--- src/rtl/cgr_consts.vh ---
// Constants for the clock generator SMBus configuration register bank
`ifndef CGR_CONSTS_VH
`define CGR_CONSTS_VH

// Register indices
`define CGR_IDX_IDENT_RV 8'h05
`define CGR_IDX_IDENT_FP 8'h06
`define CGR_IDX_RB_LEN 8'h07
`define CGR_IDX_DIV_PD 8'h0a
`define CGR_IDX_STOP 8'h0b
`define CGR_IDX_IMP_LO 8'h0c
`define CGR_IDX_IMP_HI 8'h0d
`define CGR_IDX_BIAS 8'h0e

// Reset values
`define CGR_RST_RB_LEN 5'h08
`define CGR_RST_KEEP 1'h1
`define CGR_RST_STOP 2'h0
`define CGR_RST_BIAS 6'h15

// Stopped-output encodings
`define CGR_STOP_LOWLOW 2'h0
`define CGR_STOP_HIZ 2'h1
`define CGR_STOP_HIGHLOW 2'h2
`define CGR_STOP_LOWHIGH 2'h3

// Bit positions inside the index-10 byte
`define CGR_BIT_DIVPROG 7
`define CGR_BIT_KEEP 6

// Slave addresses picked by the address strap
`define CGR_ADDR_STRAP0 7'h68
`define CGR_ADDR_STRAP1 7'h6a

// Bits per byte on the wire, and byte kinds while receiving
`define CGR_BITS_PER_BYTE 4'h8
`define CGR_LAST_TX_BIT 4'h7
`define CGR_RX_ADDR 2'h0
`define CGR_RX_INDEX 2'h1
`define CGR_RX_COUNT 2'h2
`define CGR_RX_DATA 2'h3

// Positions inside the pin synchroniser vector
`define CGR_PIN_SCL 0
`define CGR_PIN_SDA 1
`define CGR_PIN_STRAP 8
`define CGR_PIN_PD 9
`define CGR_PIN_W 10
`define CGR_PIN_OE_LO 2
`define CGR_PIN_OE_HI 7
// Filtered levels out of reset: bus idle high, enables released, strap low, no power-down
`define CGR_PIN_IDLE 10'h0ff

`endif

--- src/rtl/cgr_smbus_regs.v ---
// SMBus slave with the configuration and identification bytes of a PCIe clock generator
// How it works
// - Index 5 is a read-only byte: revision code above, vendor code below, untouched by writes.
// - Index 6 is a read-only byte: two-bit family code above a six-bit part code.
// - The five low bits of index 7 set the block-read length and come up as eight.
// - Indices 4, 8 and 9 are reserved and steer nothing.
// - Bit 7 of index 10 enables divider programming; it resets to 0, or to 1 on the factory variant.
// - Bit 6 of index 10 keeps the configuration through power-down when 1, else restores defaults; resets to 1.
// - Bits 1:0 of index 11 pick the stopped level: 00 low/low, 01 both high-Z, 10 high/low, 11 low/high.
// - Indices 12 and 13 hold a two-bit impedance selector per output (00 33, 01 85, 10 100 ohm, 11 reserved).
// - Index 14 holds two-bit bias selectors for enable pins 0 to 2, each resetting to 01.
// - A block read returns the length byte first, then bytes from the written index on, until the host NACKs.
// - An output whose gate bit is low is forced to the stopped level from index 11 whatever its enable pin says.
`include "cgr_consts.vh"
`timescale 1ns/10ps
`default_nettype none

module cgr_smbus_regs #(
  parameter FACTORY_VARIANT = 0,        // 1 makes divider programming come up enabled
  parameter [11:0] IMP_DEFAULT = 12'haaa, // Impedance selectors out of reset, two bits per output
  parameter [3:0] REV_CODE = 4'h2,      // Arbitrary revision code
  parameter [3:0] VENDOR_CODE = 4'h5,   // Arbitrary vendor code
  parameter [1:0] FAMILY_CODE = 2'h2,   // Arbitrary family code
  parameter [5:0] PART_CODE = 6'h15     // Arbitrary part code
) (
  input wire clock,                     // 20 MHz system clock
  input wire rst,                       // Synchronous reset, active high
  input wire scl_in,                    // SMBus clock pin level
  input wire sda_in,                    // SMBus data pin level
  output reg sda_out_r,                 // Data pin drive value, always low
  output reg sda_oe_r,                  // Data pin pulled low while high
  input wire addr_strap,                // Address select strap pin
  input wire pd_req,                    // Power-down request pin, active high
  input wire [5:0] oe_pin_n,            // Output enable pins, active low
  input wire [5:0] output_gate_bit,     // Per-output enable bits from the neighbouring byte
  output reg [5:0] dif_run_r,           // Output runs when high, else sits in stopped level
  output reg dif_stop_true_r,           // Stopped level of true leg
  output reg dif_stop_comp_r,           // Stopped level of complement leg
  output reg dif_stop_hiz_r,            // Both legs high impedance when stopped
  output reg divider_prog_en_r,         // Divider programming enabled
  output reg powerdown_config_keep_r,   // Keep configuration through power-down
  output reg [4:0] readback_length_r,   // Length byte sent first in a block read
  output reg [1:0] stopped_output_state_sel_r, // Stopped-level selector
  output reg [11:0] output_impedance_sel_r,    // Impedance selectors, output 0 in bits 1:0
  output reg [5:0] enable_pin_bias_sel_r       // Bias selectors, pin 0 in bits 1:0
);

  localparam [2:0] S_IDLE = 3'h0;
  localparam [2:0] S_RX = 3'h1;
  localparam [2:0] S_ACK = 3'h2;
  localparam [2:0] S_TX = 3'h3;
  localparam [2:0] S_HACK = 3'h4;

  localparam RV_DIV = (FACTORY_VARIANT != 0) ? 1'b1 : 1'b0;

  // Pin synchroniser: three stages, a bit moves once stages two and three agree
  reg [`CGR_PIN_W-1:0] pin_s1_r;
  reg [`CGR_PIN_W-1:0] pin_s2_r;
  reg [`CGR_PIN_W-1:0] pin_s3_r;
  reg [`CGR_PIN_W-1:0] pin_f_r;
  wire [`CGR_PIN_W-1:0] pin_f_nxt;
  wire [`CGR_PIN_W-1:0] pin_raw;
  assign pin_raw = {pd_req, addr_strap, oe_pin_n, sda_in, scl_in};
  assign pin_f_nxt = (pin_s2_r & pin_s3_r) | (pin_f_r & (pin_s2_r | pin_s3_r));

  always @(posedge clock) begin
    pin_s1_r <= pin_raw;
    pin_s2_r <= pin_s1_r;
    pin_s3_r <= pin_s2_r;
    if (rst) begin
      pin_f_r <= `CGR_PIN_IDLE;         // Idle levels, so no false bus edge or power-down after reset
    end else begin
      pin_f_r <= pin_f_nxt;
    end
  end

  // Bus events from the filtered levels
  wire scl_f = pin_f_r[`CGR_PIN_SCL];
  wire sda_f = pin_f_r[`CGR_PIN_SDA];
  wire scl_n = pin_f_nxt[`CGR_PIN_SCL];
  wire sda_n = pin_f_nxt[`CGR_PIN_SDA];
  wire scl_rise = ~scl_f & scl_n;
  wire scl_fall = scl_f & ~scl_n;
  wire bus_start = scl_f & scl_n & sda_f & ~sda_n;
  wire bus_stop = scl_f & scl_n & ~sda_f & sda_n;
  wire pd_f = pin_f_r[`CGR_PIN_PD];

  // Address strap is caught once, in the first cycle after reset release.
  // The filtered register still shows its reset level then, so the settled next value is taken.
  reg strap_done_r;
  reg strap_r;
  always @(posedge clock) begin
    if (rst) begin
      strap_done_r <= 1'b0;
      strap_r <= 1'b0;
    end else if (!strap_done_r) begin
      strap_done_r <= 1'b1;
      strap_r <= pin_f_nxt[`CGR_PIN_STRAP];
    end
  end
  wire [6:0] my_addr = strap_r ? `CGR_ADDR_STRAP1 : `CGR_ADDR_STRAP0;

  // Read view of the bank; anything unlisted reads zero
  reg [7:0] rd_byte;
  reg [7:0] idx_r;
  always @* begin
    case (idx_r)
      `CGR_IDX_IDENT_RV: rd_byte = {REV_CODE, VENDOR_CODE};
      `CGR_IDX_IDENT_FP: rd_byte = {FAMILY_CODE, PART_CODE};
      `CGR_IDX_RB_LEN: rd_byte = {3'h0, readback_length_r};
      `CGR_IDX_DIV_PD: rd_byte = {divider_prog_en_r, powerdown_config_keep_r, 6'h00};
      `CGR_IDX_STOP: rd_byte = {6'h00, stopped_output_state_sel_r};
      `CGR_IDX_IMP_LO: rd_byte = {output_impedance_sel_r[5:2], 2'h0, output_impedance_sel_r[1:0]};
      `CGR_IDX_IMP_HI: rd_byte = {output_impedance_sel_r[11:8], 2'h0, output_impedance_sel_r[7:6]};
      `CGR_IDX_BIAS: rd_byte = {enable_pin_bias_sel_r[5:2], 2'h0, enable_pin_bias_sel_r[1:0]};
      default: rd_byte = 8'h00;
    endcase
  end

  // Protocol state
  reg [2:0] state_r;
  reg [1:0] rx_kind_r;
  reg [3:0] bit_cnt_r;
  reg [7:0] shift_r;
  reg rw_r;
  reg host_ack_r;
  reg wr_en;                            // Data byte accepted this cycle

  always @(posedge clock) begin
    if (rst) begin
      state_r <= S_IDLE;
      rx_kind_r <= `CGR_RX_ADDR;
      bit_cnt_r <= 4'h0;
      shift_r <= 8'h00;
      rw_r <= 1'b0;
      host_ack_r <= 1'b0;
      idx_r <= 8'h00;
      sda_oe_r <= 1'b0;
      sda_out_r <= 1'b0;
    end else if (bus_stop) begin
      state_r <= S_IDLE;
      sda_oe_r <= 1'b0;
    end else if (bus_start) begin
      // Repeated start keeps the index for the following read
      state_r <= S_RX;
      rx_kind_r <= `CGR_RX_ADDR;
      bit_cnt_r <= 4'h0;
      sda_oe_r <= 1'b0;
    end else begin
      case (state_r)
        S_RX: begin
          if (scl_rise && bit_cnt_r != `CGR_BITS_PER_BYTE) begin
            shift_r <= {shift_r[6:0], sda_f};
            bit_cnt_r <= bit_cnt_r + 4'h1;
          end else if (scl_fall && bit_cnt_r == `CGR_BITS_PER_BYTE) begin
            case (rx_kind_r)
              `CGR_RX_ADDR: begin
                if (shift_r[7:1] == my_addr) begin
                  rw_r <= shift_r[0];
                  sda_oe_r <= 1'b1;
                  state_r <= S_ACK;
                end else begin
                  state_r <= S_IDLE;    // Not ours: stay off the bus until the next start
                end
              end
              `CGR_RX_INDEX: begin
                idx_r <= shift_r;
                rw_r <= 1'b0;
                rx_kind_r <= `CGR_RX_COUNT;
                sda_oe_r <= 1'b1;
                state_r <= S_ACK;
              end
              `CGR_RX_COUNT: begin
                // Byte count of a block write is acknowledged; data runs until stop
                rx_kind_r <= `CGR_RX_DATA;
                sda_oe_r <= 1'b1;
                state_r <= S_ACK;
              end
              default: begin
                idx_r <= idx_r + 8'h01;
                sda_oe_r <= 1'b1;
                state_r <= S_ACK;
              end
            endcase
          end
        end
        S_ACK: begin
          if (scl_fall) begin
            bit_cnt_r <= 4'h0;
            if (rx_kind_r == `CGR_RX_ADDR && rw_r) begin
              // Length byte leads every block read
              sda_oe_r <= 1'b1;                                // Bit 7 of the length byte is zero
              shift_r <= {2'h0, readback_length_r, 1'b0};
              state_r <= S_TX;
            end else begin
              sda_oe_r <= 1'b0;
              if (rx_kind_r == `CGR_RX_ADDR) begin
                rx_kind_r <= `CGR_RX_INDEX;
              end
              state_r <= S_RX;
            end
          end
        end
        S_TX: begin
          if (scl_fall) begin
            if (bit_cnt_r == `CGR_LAST_TX_BIT) begin
              sda_oe_r <= 1'b0;
              state_r <= S_HACK;
            end else begin
              bit_cnt_r <= bit_cnt_r + 4'h1;
              sda_oe_r <= ~shift_r[7];
              shift_r <= {shift_r[6:0], 1'b0};
            end
          end
        end
        S_HACK: begin
          if (scl_rise) begin
            host_ack_r <= ~sda_f;
          end else if (scl_fall) begin
            if (host_ack_r) begin
              // Next byte from the index, which then steps on
              bit_cnt_r <= 4'h0;
              sda_oe_r <= ~rd_byte[7];
              shift_r <= {rd_byte[6:0], 1'b0};
              idx_r <= idx_r + 8'h01;
              state_r <= S_TX;
            end else begin
              state_r <= S_IDLE;        // Host NACK ends the read
            end
          end
        end
        default: begin
          state_r <= S_IDLE;
          sda_oe_r <= 1'b0;
        end
      endcase
    end
  end

  always @* begin
    wr_en = ~rst & ~bus_stop & ~bus_start & (state_r == S_RX) & scl_fall
          & (bit_cnt_r == `CGR_BITS_PER_BYTE) & (rx_kind_r == `CGR_RX_DATA);
  end

  // Writable fields; reserved bits are dropped on write
  always @(posedge clock) begin
    if (rst || (pd_f && !powerdown_config_keep_r)) begin
      readback_length_r <= `CGR_RST_RB_LEN;
      divider_prog_en_r <= RV_DIV;
      powerdown_config_keep_r <= `CGR_RST_KEEP;
      stopped_output_state_sel_r <= `CGR_RST_STOP;
      output_impedance_sel_r <= IMP_DEFAULT;
      enable_pin_bias_sel_r <= `CGR_RST_BIAS;
    end else if (wr_en) begin
      case (idx_r)
        `CGR_IDX_RB_LEN: readback_length_r <= shift_r[4:0];
        `CGR_IDX_DIV_PD: begin
          divider_prog_en_r <= shift_r[`CGR_BIT_DIVPROG];
          powerdown_config_keep_r <= shift_r[`CGR_BIT_KEEP];
        end
        `CGR_IDX_STOP: stopped_output_state_sel_r <= shift_r[1:0];
        `CGR_IDX_IMP_LO: output_impedance_sel_r[5:0] <= {shift_r[7:4], shift_r[1:0]};
        `CGR_IDX_IMP_HI: output_impedance_sel_r[11:6] <= {shift_r[7:4], shift_r[1:0]};
        `CGR_IDX_BIAS: enable_pin_bias_sel_r <= {shift_r[7:4], shift_r[1:0]};
        default: begin
          // Identification and reserved indices take no write
        end
      endcase
    end
  end

  // Output gating and stopped level; registered so the pins never see decode glitches
  always @(posedge clock) begin
    if (rst) begin
      dif_run_r <= 6'h00;
      dif_stop_true_r <= 1'b0;
      dif_stop_comp_r <= 1'b0;
      dif_stop_hiz_r <= 1'b0;
    end else begin
      dif_run_r <= output_gate_bit & ~pin_f_r[`CGR_PIN_OE_HI:`CGR_PIN_OE_LO];
      dif_stop_true_r <= (stopped_output_state_sel_r == `CGR_STOP_HIGHLOW);
      dif_stop_comp_r <= (stopped_output_state_sel_r == `CGR_STOP_LOWHIGH);
      dif_stop_hiz_r <= (stopped_output_state_sel_r == `CGR_STOP_HIZ);
    end
  end

endmodule
`default_nettype wire

--- config.mk ---
export PLATFORM = sky130hd
export DESIGN_NAME = cgr_smbus_regs
export DESIGN_NICKNAME = d
export VERILOG_FILES = /design/src/rtl/cgr_smbus_regs.v
export VERILOG_INCLUDE_DIRS = /design/src /design/src/rtl
export SDC_FILE = /design/constraint.sdc
export NUM_CORES = 1
export LEC_CHECK = 0
export ABC_CLOCK_PERIOD_IN_PS = 5440
export BUFFER_PORTS_ARGS = -buffer_cell sky130_fd_sc_hd__clkbuf_2
export CAP_MARGIN = 20
export CORE_ASPECT_RATIO = 2
export CORE_MARGIN = 2
export CORE_UTILIZATION = 35
export CTS_BUF_LIST = sky130_fd_sc_hd__clkbuf_16
export CTS_CLUSTER_SIZE = 25
export DETAILED_ROUTE_END_ITERATION = 12
export GPL_ROUTABILITY_DRIVEN = 0
export GPL_TIMING_DRIVEN = 0
export PLACE_DENSITY_LB_ADDON = 0.1
export SYNTH_ARGS = -nofsm -noshare
export SYNTH_HDL_FRONTEND = slang
export SYNTH_SLANG_ARGS = --single-unit
--- constraint.sdc ---
create_clock -name clock -period 5.44 [get_ports clock]
set_input_delay 0.544 -clock clock [delete_from_list [all_inputs] [get_ports clock]]
set_output_delay 0.544 -clock clock [all_outputs]
set_load 0.005 [all_outputs]
---- After elaboration in Yosys (flattened, before gate mapping) ----
Index checks and enable logic that the tools add are counted.
storage, ports and cells
  flip-flop bits (word level) ............. 106
  input bits .............................. 18
  output and inout bits ................... 38
  word-level logic and storage cells ...... 199
cells by class
  add/sub/neg operators ................... 2
  eq/ne operators ......................... 49
  multiplexer cells ....................... 63
  bitwise operators ....................... 29
  reductions and logical operators ........ 30
operator list
  cell                   number
  $mux W8                13
  $pmux W8 S8            1
  $eq A8 B4 Y1 const B   5
  $ne A3 B3 Y1 const B   13
  $mux W4                8
  $pmux W8 S2            2
  $pmux W8 S4            1
  $ne A2 B2 Y1 const B   13
  $eq A8 B3 Y1 const B   3
  $mux W3                8
  $reduce_and A7 Y1      3
  $and A10 B10 Y10       2
  $mux W2                10
  $or A10 B10 Y10        2
  $reduce_and A9 Y1      2
  $pmux W4 S4            1
  $reduce_and A8 Y1      2
  $mux W1                14
  $and A1 B1 Y1          13
  $pmux W3 S4            1
  $reduce_and A2 Y1      6
  $reduce_and A11 Y1     1
  $not A1 Y1             10
  $add A8 B1 Y8 const B  1
  other kinds (27)       38

---- Depth between registers and ports, before layout ----
Gate-level depths: netlist (run 1).
  depth after elaboration ................. 14
  depth in mapped cells ................... 9
  gate-level depth less buffers ........... 7

---- Worst setup path before layout (run 1) ----
OpenSTA, ideal clock, no wires.
  kind .................................... reg-to-reg
  start point ............................. register bit_cnt_r[0]
  end point ............................... register enable_pin_bias_sel_r[0]
  setup time .............................. 0.130 ns
  arrival time ............................ 1.814 ns
  slack ................................... 3.497 ns
  stages on the path, launching flop included .. 9
  path buffers ............................ 1
  clock period less this slack ............ 1.943 ns
  path through ............................ dfxtp_1 inv_1 ha_1 and3b_1 clkbuf_1 nand4_4 nor4_4 mux2i_1 nand2_1
on the way
  longest elaborated chain between the ends .. 4
RTL lines
  item                                line                  text
  start: declaration                  cgr_smbus_regs.v:123  reg [3:0] bit_cnt_r;
  start signal: assignment            cgr_smbus_regs.v:154  bit_cnt_r <= bit_cnt_r + 4'h1;
  start signal: assignment            cgr_smbus_regs.v:210  bit_cnt_r <= bit_cnt_r + 4'h1;
  $eq A4 B4 Y1 (no source line)       --
  $and A1 B1 Y1 (2 in a row)          cgr_smbus_regs.v:241  wr_en = ~rst & ~bus_stop & ~bus_start & (state_r == S_RX) & scl_fall
  $reduce_and A2 Y1 (no source line)  --
  end signal: assignment              cgr_smbus_regs.v:253  enable_pin_bias_sel_r <= `CGR_RST_BIAS;
  end signal: assignment              cgr_smbus_regs.v:264  `CGR_IDX_BIAS: enable_pin_bias_sel_r <= {shift_r[7:4], shift_r[1:0]};
  end: declaration                    cgr_smbus_regs.v:45   output reg [5:0] enable_pin_bias_sel_r
Every way passes these cells.
A chain may end at the register's enable or synchronous reset.

---- Final worst setup path (run 1) ----
  start point ............................. register idx_r[4]
  end point ............................... register readback_length_r[4]
on the way
  longest elaborated chain between the ends .. 2
RTL lines
  item                                line                  text
  start: declaration                  cgr_smbus_regs.v:105  reg [7:0] idx_r;
  start signal: assignment            cgr_smbus_regs.v:167  idx_r <= shift_r;
  start signal: assignment            cgr_smbus_regs.v:180  idx_r <= idx_r + 8'h01;
  start signal: assignment            cgr_smbus_regs.v:225  idx_r <= idx_r + 8'h01;
  $eq A8 B3 Y1                        cgr_smbus_regs.v:255  case (idx_r)
  $reduce_and A2 Y1 (no source line)  --
  end signal: assignment              cgr_smbus_regs.v:248  readback_length_r <= `CGR_RST_RB_LEN;
  end signal: assignment              cgr_smbus_regs.v:256  `CGR_IDX_RB_LEN: readback_length_r <= shift_r[4:0];
  end: declaration                    cgr_smbus_regs.v:42   output reg [4:0] readback_length_r,
Every way passes these cells.

==> results.py, run 1 <==
metrics = {
    "setup_path": {
        "worstSetupStartpoint": "idx_r[4]",
        "worst-setup-path-type": "register to register",
        "cp.required_ns": 5.66,
        "worstSetupEndpointType": "register",
        "setup.worst_path.start_class": "register",
        "r2r_start": "idx_r[4]",
        "endpoint": "readback_length_r[4]",
        "worst_r2r_path_depth": 6,
        "cp_max_fo": 10,
        "crit_arrival_ns": 2.92,
        "r2r_setup_slk_ns": 2.74,
        "r2r-end": "readback_length_r[4]",
    },
    "route": {
        "vias_per_cell": 5.53,
        "num_vias": 3996,
        "routed_wl_mm": 13.6,
        "ant_nets": 0,
        "drtIter0Drc": 249,
        "detail_route.wl_per_cell_um": 18.9,
        "drt_drc_violations_left": 0,
        "detailed_routing_iteration_count_for_the_pre_antenna_repair_pass": 5,
    },
    "job": {
        "max_cap_viol_count": 0,
    },
    "sta": {
        "totalNegativeSetupSlack_ns": 0,
        "setup_viol": 0,
        "clock.fmax_mhz": 370,
        "final.setup_skew_ns": 0.0107,
        "period_needed_ns": 2.70,
        "rsz0062_at_grt": "false",
        "final_min_period_over_clock_period": 0.496,
        "final_max_slew_viol_count": 0,
        "hold_viol_final": 0,
        "timing_worst_slew_pin_value_ns": 0.979,
        "worst_slew_margin": 0.341,
    },
    "floorplan": {
        "core_area_sq_um": 12900,
        "row_count": 59,
        "chipWidth_um": 85.1,
        "floorplan.die_area_sq_um": 14100,
        "ioPinCount": 56,
        "initial_utilization": 0.357,
        "die_height_um": 166,
    },
    "synthesis": {
        "synth_top_flop_cell": "sky130_fd_sc_hd__dfxtp_1",
        "postSynthNetCount": 528,
        "yosys.cell_types.count": 70,
        "postSynthAreaPerCell_sq_um": 9.21,
        "netlist_area_sq_um": 4610,
        "number_of_flops_mapped_to_enable_cells_by_yosys": 0,
        "syn-instance-count": 500,
        "synth-async-reset-ratio": 0,
        "yosysWarningCount": 0,
        "ys_seq_elements": 106,
        "ys_seq_area_frac": 0.461,
    },
    "grt": {
        "grt_max_degree": 20,
        "total_track_usage": 0.198,
        "globalRoute.totalOverflow": 0,
        "number_of_antenna_violations_at_the_first_check_in_global_routing": 0,
        "grt_first_pass_wirelength_mm": 21.5,
        "gr_met3_demand_resource": 0.0318,
        "globalRoute.busiestLayer": "met2",
        "grt_pass1_vias": 3959,
        "grt.met1_usage": 0.190,
        "use_met2": 0.372,
    },
    "cts": {
        "cts_buffers": 9,
        "clock_insertion_delay_worst_skew_ns": 0.35,
        "post_cts.repair.setup_buffers": 0,
        "clockBufferDepth": 2,
        "postCtsHoldBufs": 0,
        "clockRootBuffer": "sky130_fd_sc_hd__clkbuf_16",
        "clkSlewWorstSetupHoldPaths_ns": 0.07,
        "cts.repair.resized": 0,
        "ctsHtreeMaxLevel": 3,
        "tritoncts_clock_tree": "done",
        "cts.sinks": 106,
    },
    "finish": {
        "post_route_cells_drive_above_1_share": 0.163,
        "utilization": 0.414,
        "num_antenna_cells": 0,
        "area.growth.synth_to_final_pct": 16.2,
        "nNetsFinal": 593,
    },
    "hold_path": {
        "hold_path_class": "primary input to register",
    },
    "placement": {
        "detailedPlacementHpwl_mm": 10.6,
        "port_buffers": 54,
    },
    "run_status": {
        "status": "complete, no violations",
    },
    "power_and_ir_drop": {
        "irDropWorstVdd_mv": 0.143,
        "power_leakage_nw": 2.03,
        "power-per-cell-area_nw_per_um2": 296,
    },
}
-- metrics by stage --
| stage | instance area, sq um | total power [mW] | cells | hold slack (ns) | worst slack [ns] |
|---|---|---|---|---|---|
| floorplan | 4610 | 0.923 | 500 | 0.310 | 3.50 |
| global placement | 5070 | 0.970 | 706 | 0.311 | 2.80 |
| detailed placement | 5070 | 0.973 | 706 | 0.312 | 2.80 |
| CTS | 5350 | 1.60 | 722 | 0.280 | 2.78 |
| global route | 5350 | 1.65 | 722 | 0.267 | 2.61 |
| finish | 5350 | 1.58 | 722 | 0.286 | 2.74 |
-- critical path: stages, from the launching register on --
cell and delay, ns:
sky130_fd_sc_hd__dfxtp_1 0.35, sky130_fd_sc_hd__nor4_1 0.84, sky130_fd_sc_hd__buf_2 0.36, sky130_fd_sc_hd__nand3_1 0.20, sky130_fd_sc_hd__nor4_4 0.51, sky130_fd_sc_hd__mux2i_1 0.25
sky130_fd_sc_hd__nor2_1 0.05
-- area by class of cell --
cell class / count / area, sq um
well taps: 152 / 190
clock inverters: 7 / 60.1
multi-input cells: 351 / 2300
clock buffers: 9 / 225
flip-flops and latches: 106 / 2120
repair buffers: 54 / 270
plain buffers: 33 / 141
inverters: 10 / 37.5
fillers: 1265 / 7570
-- how the worst min path moves through the flow --
| stage | cells after the start | slack (ns) | to | startpoint |
|---|---|---|---|---|
| after floorplan | 0 | 0.31 | pin_s2_r[0] | pin_s1_r[0] |
| after global placement | 0 | 0.31 | pin_s2_r[4] | pin_s1_r[4] |
| after detailed placement | 0 | 0.31 | pin_s2_r[1] | pin_s1_r[1] |
| after CTS | 1 | 0.28 | pin_s1_r[3] | oe_pin_n[1] |
| after global routing | 1 | 0.27 | pin_s1_r[8] | addr_strap |
| final | 1 | 0.29 | pin_s1_r[9] | pd_req |
-- cell usage in the layout (no fill, tap or decap), drive strengths merged, types with 9 or more instances in the layout --
master	Yosys	layout
inv	10	13
ha	10	10
nand3	18	18
nand2	49	49
clkbuf	23	86
buf	10	10
mux2i	29	29
dfxtp	106	106
a21oi	38	38
nor2	43	43
nor3b	15	15
a211oi	9	9
o21ai	25	25
-- registers in the layout, indices dropped and copies added (netlist names), 2 cells and up --
register / flops
state_r: 3
shift_r: 8
pin_s1_r: 10
stopped_output_state_sel_r: 2
dif_run_r: 6
output_impedance_sel_r: 12
pin_f_r: 10
enable_pin_bias_sel_r: 6
pin_s2_r: 10
bit_cnt_r: 4
readback_length_r: 5
idx_r: 8
pin_s3_r: 10
rx_kind_r: 2
-- metal layers --
layer / vias to the layer above / part of all wire
li1: 1947 / -
met1: 1871 / 0.35
met2: 131 / 0.56
met3: 47 / 0.031
met5: - / 0
met4: 0 / 0.065
-- power breakdown --
part	total [mW]	switching [mW]	internal, mW	leakage [nW]
sequential	0.819	0.0193	0.800	0.869
clock	0.628	0.309	0.319	0.137
combinational	0.136	0.0878	0.0482	1.02
total	1.58	0.416	1.17	2.03
-- cells by family after synthesis --
kind of cell | share of synthesized area
compound gates | 0.191
xor+xnor | 0.00190
fa+ha+maj | 0.0272
buf+inv | 0.0388
flops | 0.461
mux | 0.0630
other cells | 0.000814
simple gates | 0.217
-- Yosys cell counts, drive strengths merged, types with 4 or more instances --
cell / count / area [sq um]
and3: 4 / 25.0
nand3: 18 / 95.1
clkbuf: 23 / 88.8
nor3: 8 / 45.0
nor3b: 15 / 134
and2: 7 / 43.8
nor2: 43 / 161
inv: 10 / 37.5
mux2i: 29 / 290
nand4: 4 / 40.0
o22ai: 5 / 37.5
a22oi: 8 / 60.1
o21ai: 25 / 125
ha: 10 / 125
a211oi: 9 / 72.6
nand2: 49 / 184
dfxtp: 106 / 2120
a31oi: 5 / 31.3
buf: 10 / 52.6
nor2b: 8 / 50.1
a222oi: 5 / 50.1
a21oi: 38 / 190
Note: power is estimated with default switching activity, not from simulation.
==> inputs of run 2 (changes only) <==
- ABC_AREA: default -> 1
- ABC_CLOCK_PERIOD_IN_PS: 5440 -> 2330
- clock period: 5.44 -> 2.33 ns (I/O delays scaled with it)
==> run 2 against run 1 <==
- utilization is 0.56 points higher
- highest routed layer unchanged
- combinational power grew to 3.7 times the previous value
- wire length is 2.0% lower
- synthesized area is 3.7% higher
- global-route usage is 1.2 points lower
- critical endpoint is now enable_pin_bias_sel_r[5]
- critical path type unchanged
==> results.py, run 2 <==
metrics = {
    "floorplan": {
        "initial_utilization": 0.357,
        "row_count": 60,
        "die_height_um": 169,
        "core_area_sq_um": 13400,
        "chipWidth_um": 86.6,
        "floorplan.die_area_sq_um": 14600,
        "ioPinCount": 56,
    },
    "route": {
        "ant_nets": 0,
        "vias_per_cell": 4.93,
        "detailed_routing_iteration_count_for_the_pre_antenna_repair_pass": 4,
        "drtIter0Drc": 220,
        "num_vias": 4251,
        "detail_route.wl_per_cell_um": 15.5,
        "drt_drc_violations_left": 0,
        "routed_wl_mm": 13.4,
    },
    "synthesis": {
        "postSynthNetCount": 657,
        "synthXorXnorAreaFrac": 0.00917,
        "synth-compound-area-share": 0.123,
        "postSynthAreaPerCell_sq_um": 7.59,
        "synth_mux_area_frac": 0,
        "synth-simple-area-share": 0.318,
        "syn-instance-count": 629,
        "yosys-top-cells-count": "sky130_fd_sc_hd__nand2_1, sky130_fd_sc_hd__dfxtp_1, sky130_fd_sc_hd__nor2_1",
        "synth_area_leaders": "sky130_fd_sc_hd__dfxtp_1, sky130_fd_sc_hd__nand2_1, sky130_fd_sc_hd__nor2_1, sky130_fd_sc_hd__inv_1, sky130_fd_sc_hd__a21oi_1",
        "synth-async-reset-ratio": 0,
        "yosysWarningCount": 0,
        "netlist_area_sq_um": 4770,
        "number_of_flops_mapped_to_enable_cells_by_yosys": 0,
        "yosysMostFrequentCell": "sky130_fd_sc_hd__nand2_1",
        "post-synth-top-area-cell": "sky130_fd_sc_hd__dfxtp_1",
        "ys_seq_elements": 106,
        "synth_top_family_by_area": "simple AND/OR/NAND/NOR gates",
        "ys_seq_area_frac": 0.444,
        "yosys.cell_types.count": 46,
        "synth_largest_type_area_fraction": 0.444,
        "post_synth_fa_ha_maj_area_fraction": 0.0262,
        "synth_top_flop_cell": "sky130_fd_sc_hd__dfxtp_1",
    },
    "cts": {
        "post_cts.repair.setup_buffers": 0,
        "clock_insertion_delay_worst_skew_ns": 0.35,
        "clkSlewWorstSetupHoldPaths_ns": 0.07,
        "clockBufferDepth": 2,
        "clockRootBuffer": "sky130_fd_sc_hd__clkbuf_16",
        "tritoncts_clock_tree": "done",
        "cts_buffers": 9,
        "cts.repair.resized": 0,
        "ctsHtreeMaxLevel": 3,
        "cts.sinks": 106,
    },
    "setup_path": {
        "worst-setup-path-type": "register to register",
        "timing.critical_path.slowest_cell_delay_ns": 0.36,
        "timing.critical_path.max_delay_family": "simple AND/OR/NAND/NOR gates",
        "setup.worst_path.start_class": "register",
        "worst_path_most_repeated_cell": "sky130_fd_sc_hd__inv_1",
        "worstSetupStartpoint": "idx_r[0]",
        "highest_delay_cell_along_the_critical_path": "sky130_fd_sc_hd__dfxtp_1",
        "crit_arrival_ns": 2.17,
        "cp_num_buf_inv": 5,
        "cp.required_ns": 2.57,
        "r2r_start": "idx_r[0]",
        "worst_path_cell_trace": "inv_1, ha_1, inv_1, nor2_1, inv_2, nor2_4, inv_1, nor3_4, inv_1, nor2_1, nor2_1",
        "worstSetupEndpointType": "register",
        "cp_max_fo": 8,
    },
    "grt": {
        "number_of_antenna_violations_at_the_first_check_in_global_routing": 0,
        "grt_max_degree": 19,
        "grt_first_pass_wirelength_mm": 20.7,
        "globalRoute.totalOverflow": 0,
        "grt_pass1_vias": 4072,
        "total_track_usage": 0.186,
    },
    "placement": {
        "placed_area_sq_um": 5230,
        "detailedPlacementHpwl_mm": 10.6,
        "pre_cts_slack_ns": 0.366,
        "port_buffers": 53,
    },
    "sta": {
        "timing_worst_slew_pin_value_ns": 0.690,
        "clock.fmax_mhz": 520,
        "worst_slew_margin": 0.540,
        "period_needed_ns": 1.92,
        "hold_viol_final": 0,
        "final_min_period_over_clock_period": 0.825,
        "final.setup_skew_ns": 0.00896,
        "setup_viol": 0,
        "totalNegativeSetupSlack_ns": 0,
        "setup_ws_ns": 0.408,
        "rsz0062_at_grt": "false",
        "final_max_slew_viol_count": 0,
    },
    "finish": {
        "post_route_cells_drive_above_1_share": 0.191,
        "multi_input_area_sq_um": 2280,
        "mostFrequentLayoutCells": "sky130_fd_sc_hd__nand2_1, sky130_fd_sc_hd__dfxtp_1, sky130_fd_sc_hd__nor2_1",
        "area.growth.synth_to_final_pct": 17.5,
        "final-seq-area_sq_um": 2120,
        "nNetsFinal": 731,
        "design_area_sq_um": 5610,
        "num_antenna_cells": 0,
        "largest_register_ffs": 12,
        "layout.cells.most_common": "sky130_fd_sc_hd__nand2_1",
        "largest_register": "output_impedance_sel_r",
        "fillerInstances": 1449,
    },
    "job": {
        "max_cap_viol_count": 0,
    },
    "power_and_ir_drop": {
        "share_comb_of_total_power": 0.128,
        "power_leakage_nw": 2.55,
        "share_seq_of_total_power": 0.504,
        "clock_power_share": 0.368,
        "total_power_consumption_of_the_routed_design_mw": 3.92,
        "power-per-cell-area_nw_per_um2": 699,
        "switching_share": 0.287,
        "netSwitchingPower_mw": 1.12,
        "irDropWorstVdd_mv": 0.369,
        "power_report.internal_total_mw": 2.80,
    },
    "hold_path": {
        "hold_path_class": "primary input to register",
        "launch_instance_of_the_worst_min_delay_path": "output_gate_bit[5]",
    },
    "run_status": {
        "status": "complete, no violations",
    },
}
-- run 2: changes by cell type after synthesis, moves of 18 or more --
cell	delta
sky130_fd_sc_hd__mux2i_1	-29
sky130_fd_sc_hd__nand2_1	+82
sky130_fd_sc_hd__nor2_1	+39
sky130_fd_sc_hd__o21ai_1	+18
sky130_fd_sc_hd__nand3_1	+23
sky130_fd_sc_hd__inv_1	+50
-- run 2: path summary, 6_finish.rpt --
kind	end	slack (ns)	cells after the start
min	dif_run_r[5]	0.08	3
max reg2reg	enable_pin_bias_sel_r[5]	0.41	11
min reg2reg	pin_s2_r[5]	0.33	0
max	enable_pin_bias_sel_r[5]	0.41	11
-- run 2: repair_timing --
item | 4_1_cts | 5_1_grt
endpoints found under the setup margin | 0 | 0
endpoints found under the hold margin | 10 | 0
hold buffers | 10 | 0
-- run 2: power by group through the flow --
stage	combinational, mW	sequential [mW]	clock (mW)
4_1_cts	0.506	1.98	1.48
3_3_place_gp	0.484	2.01	0
2_1_floorplan	0.355	1.98	0
5_1_grt	0.561	1.99	1.54
3_5_place_dp	0.492	2.02	0
6_report	0.501	1.98	1.44
-- run 2: through the flow --
step	instances	hold slack [ns]	util
detailed placement	837	0.312	0.392
global route	863	0.0843	0.420
floorplan	629	0.261	-
global placement	837	0.311	0.392
finish	863	0.0845	0.420
CTS	863	0.0818	0.420
-- run 2: cell type report --
class,instances,area share
timing repair buffer,63,0.0651
tap,155,0.0346
sequential,106,0.378
buffer,16,0.0169
clock buffer,9,0.0401
inverter,73,0.0497
multi-input combinational,434,0.406
clock inverter,7,0.00914
-- run 2: logic make-up after synthesis --
family,count (synthesis)
AO/OA/AOI/OAI,101
XOR/XNOR,5
adder cells (fa/ha/maj),10
buffers and inverters,89
flip-flops,106
other,1
AND/OR/NAND/NOR,317
-- run 2: tightest hold or removal path, stage by stage --
cell                       delay (ns)
sky130_fd_sc_hd__clkbuf_2        0.08
sky130_fd_sc_hd__nand2_1         0.05
sky130_fd_sc_hd__nor2_1          0.03
-- run 2: layer usage --
metal  part of all wire  global-route usage  routed length (um)  up-vias
met5                  0                   0                   0        -
met1               0.36               0.173                4800     1970
met2               0.57               0.366                7570       79
met4              0.045               0.104                 605        0
met3              0.029              0.0287                 382       25
li1                   -                   -                   -     2177
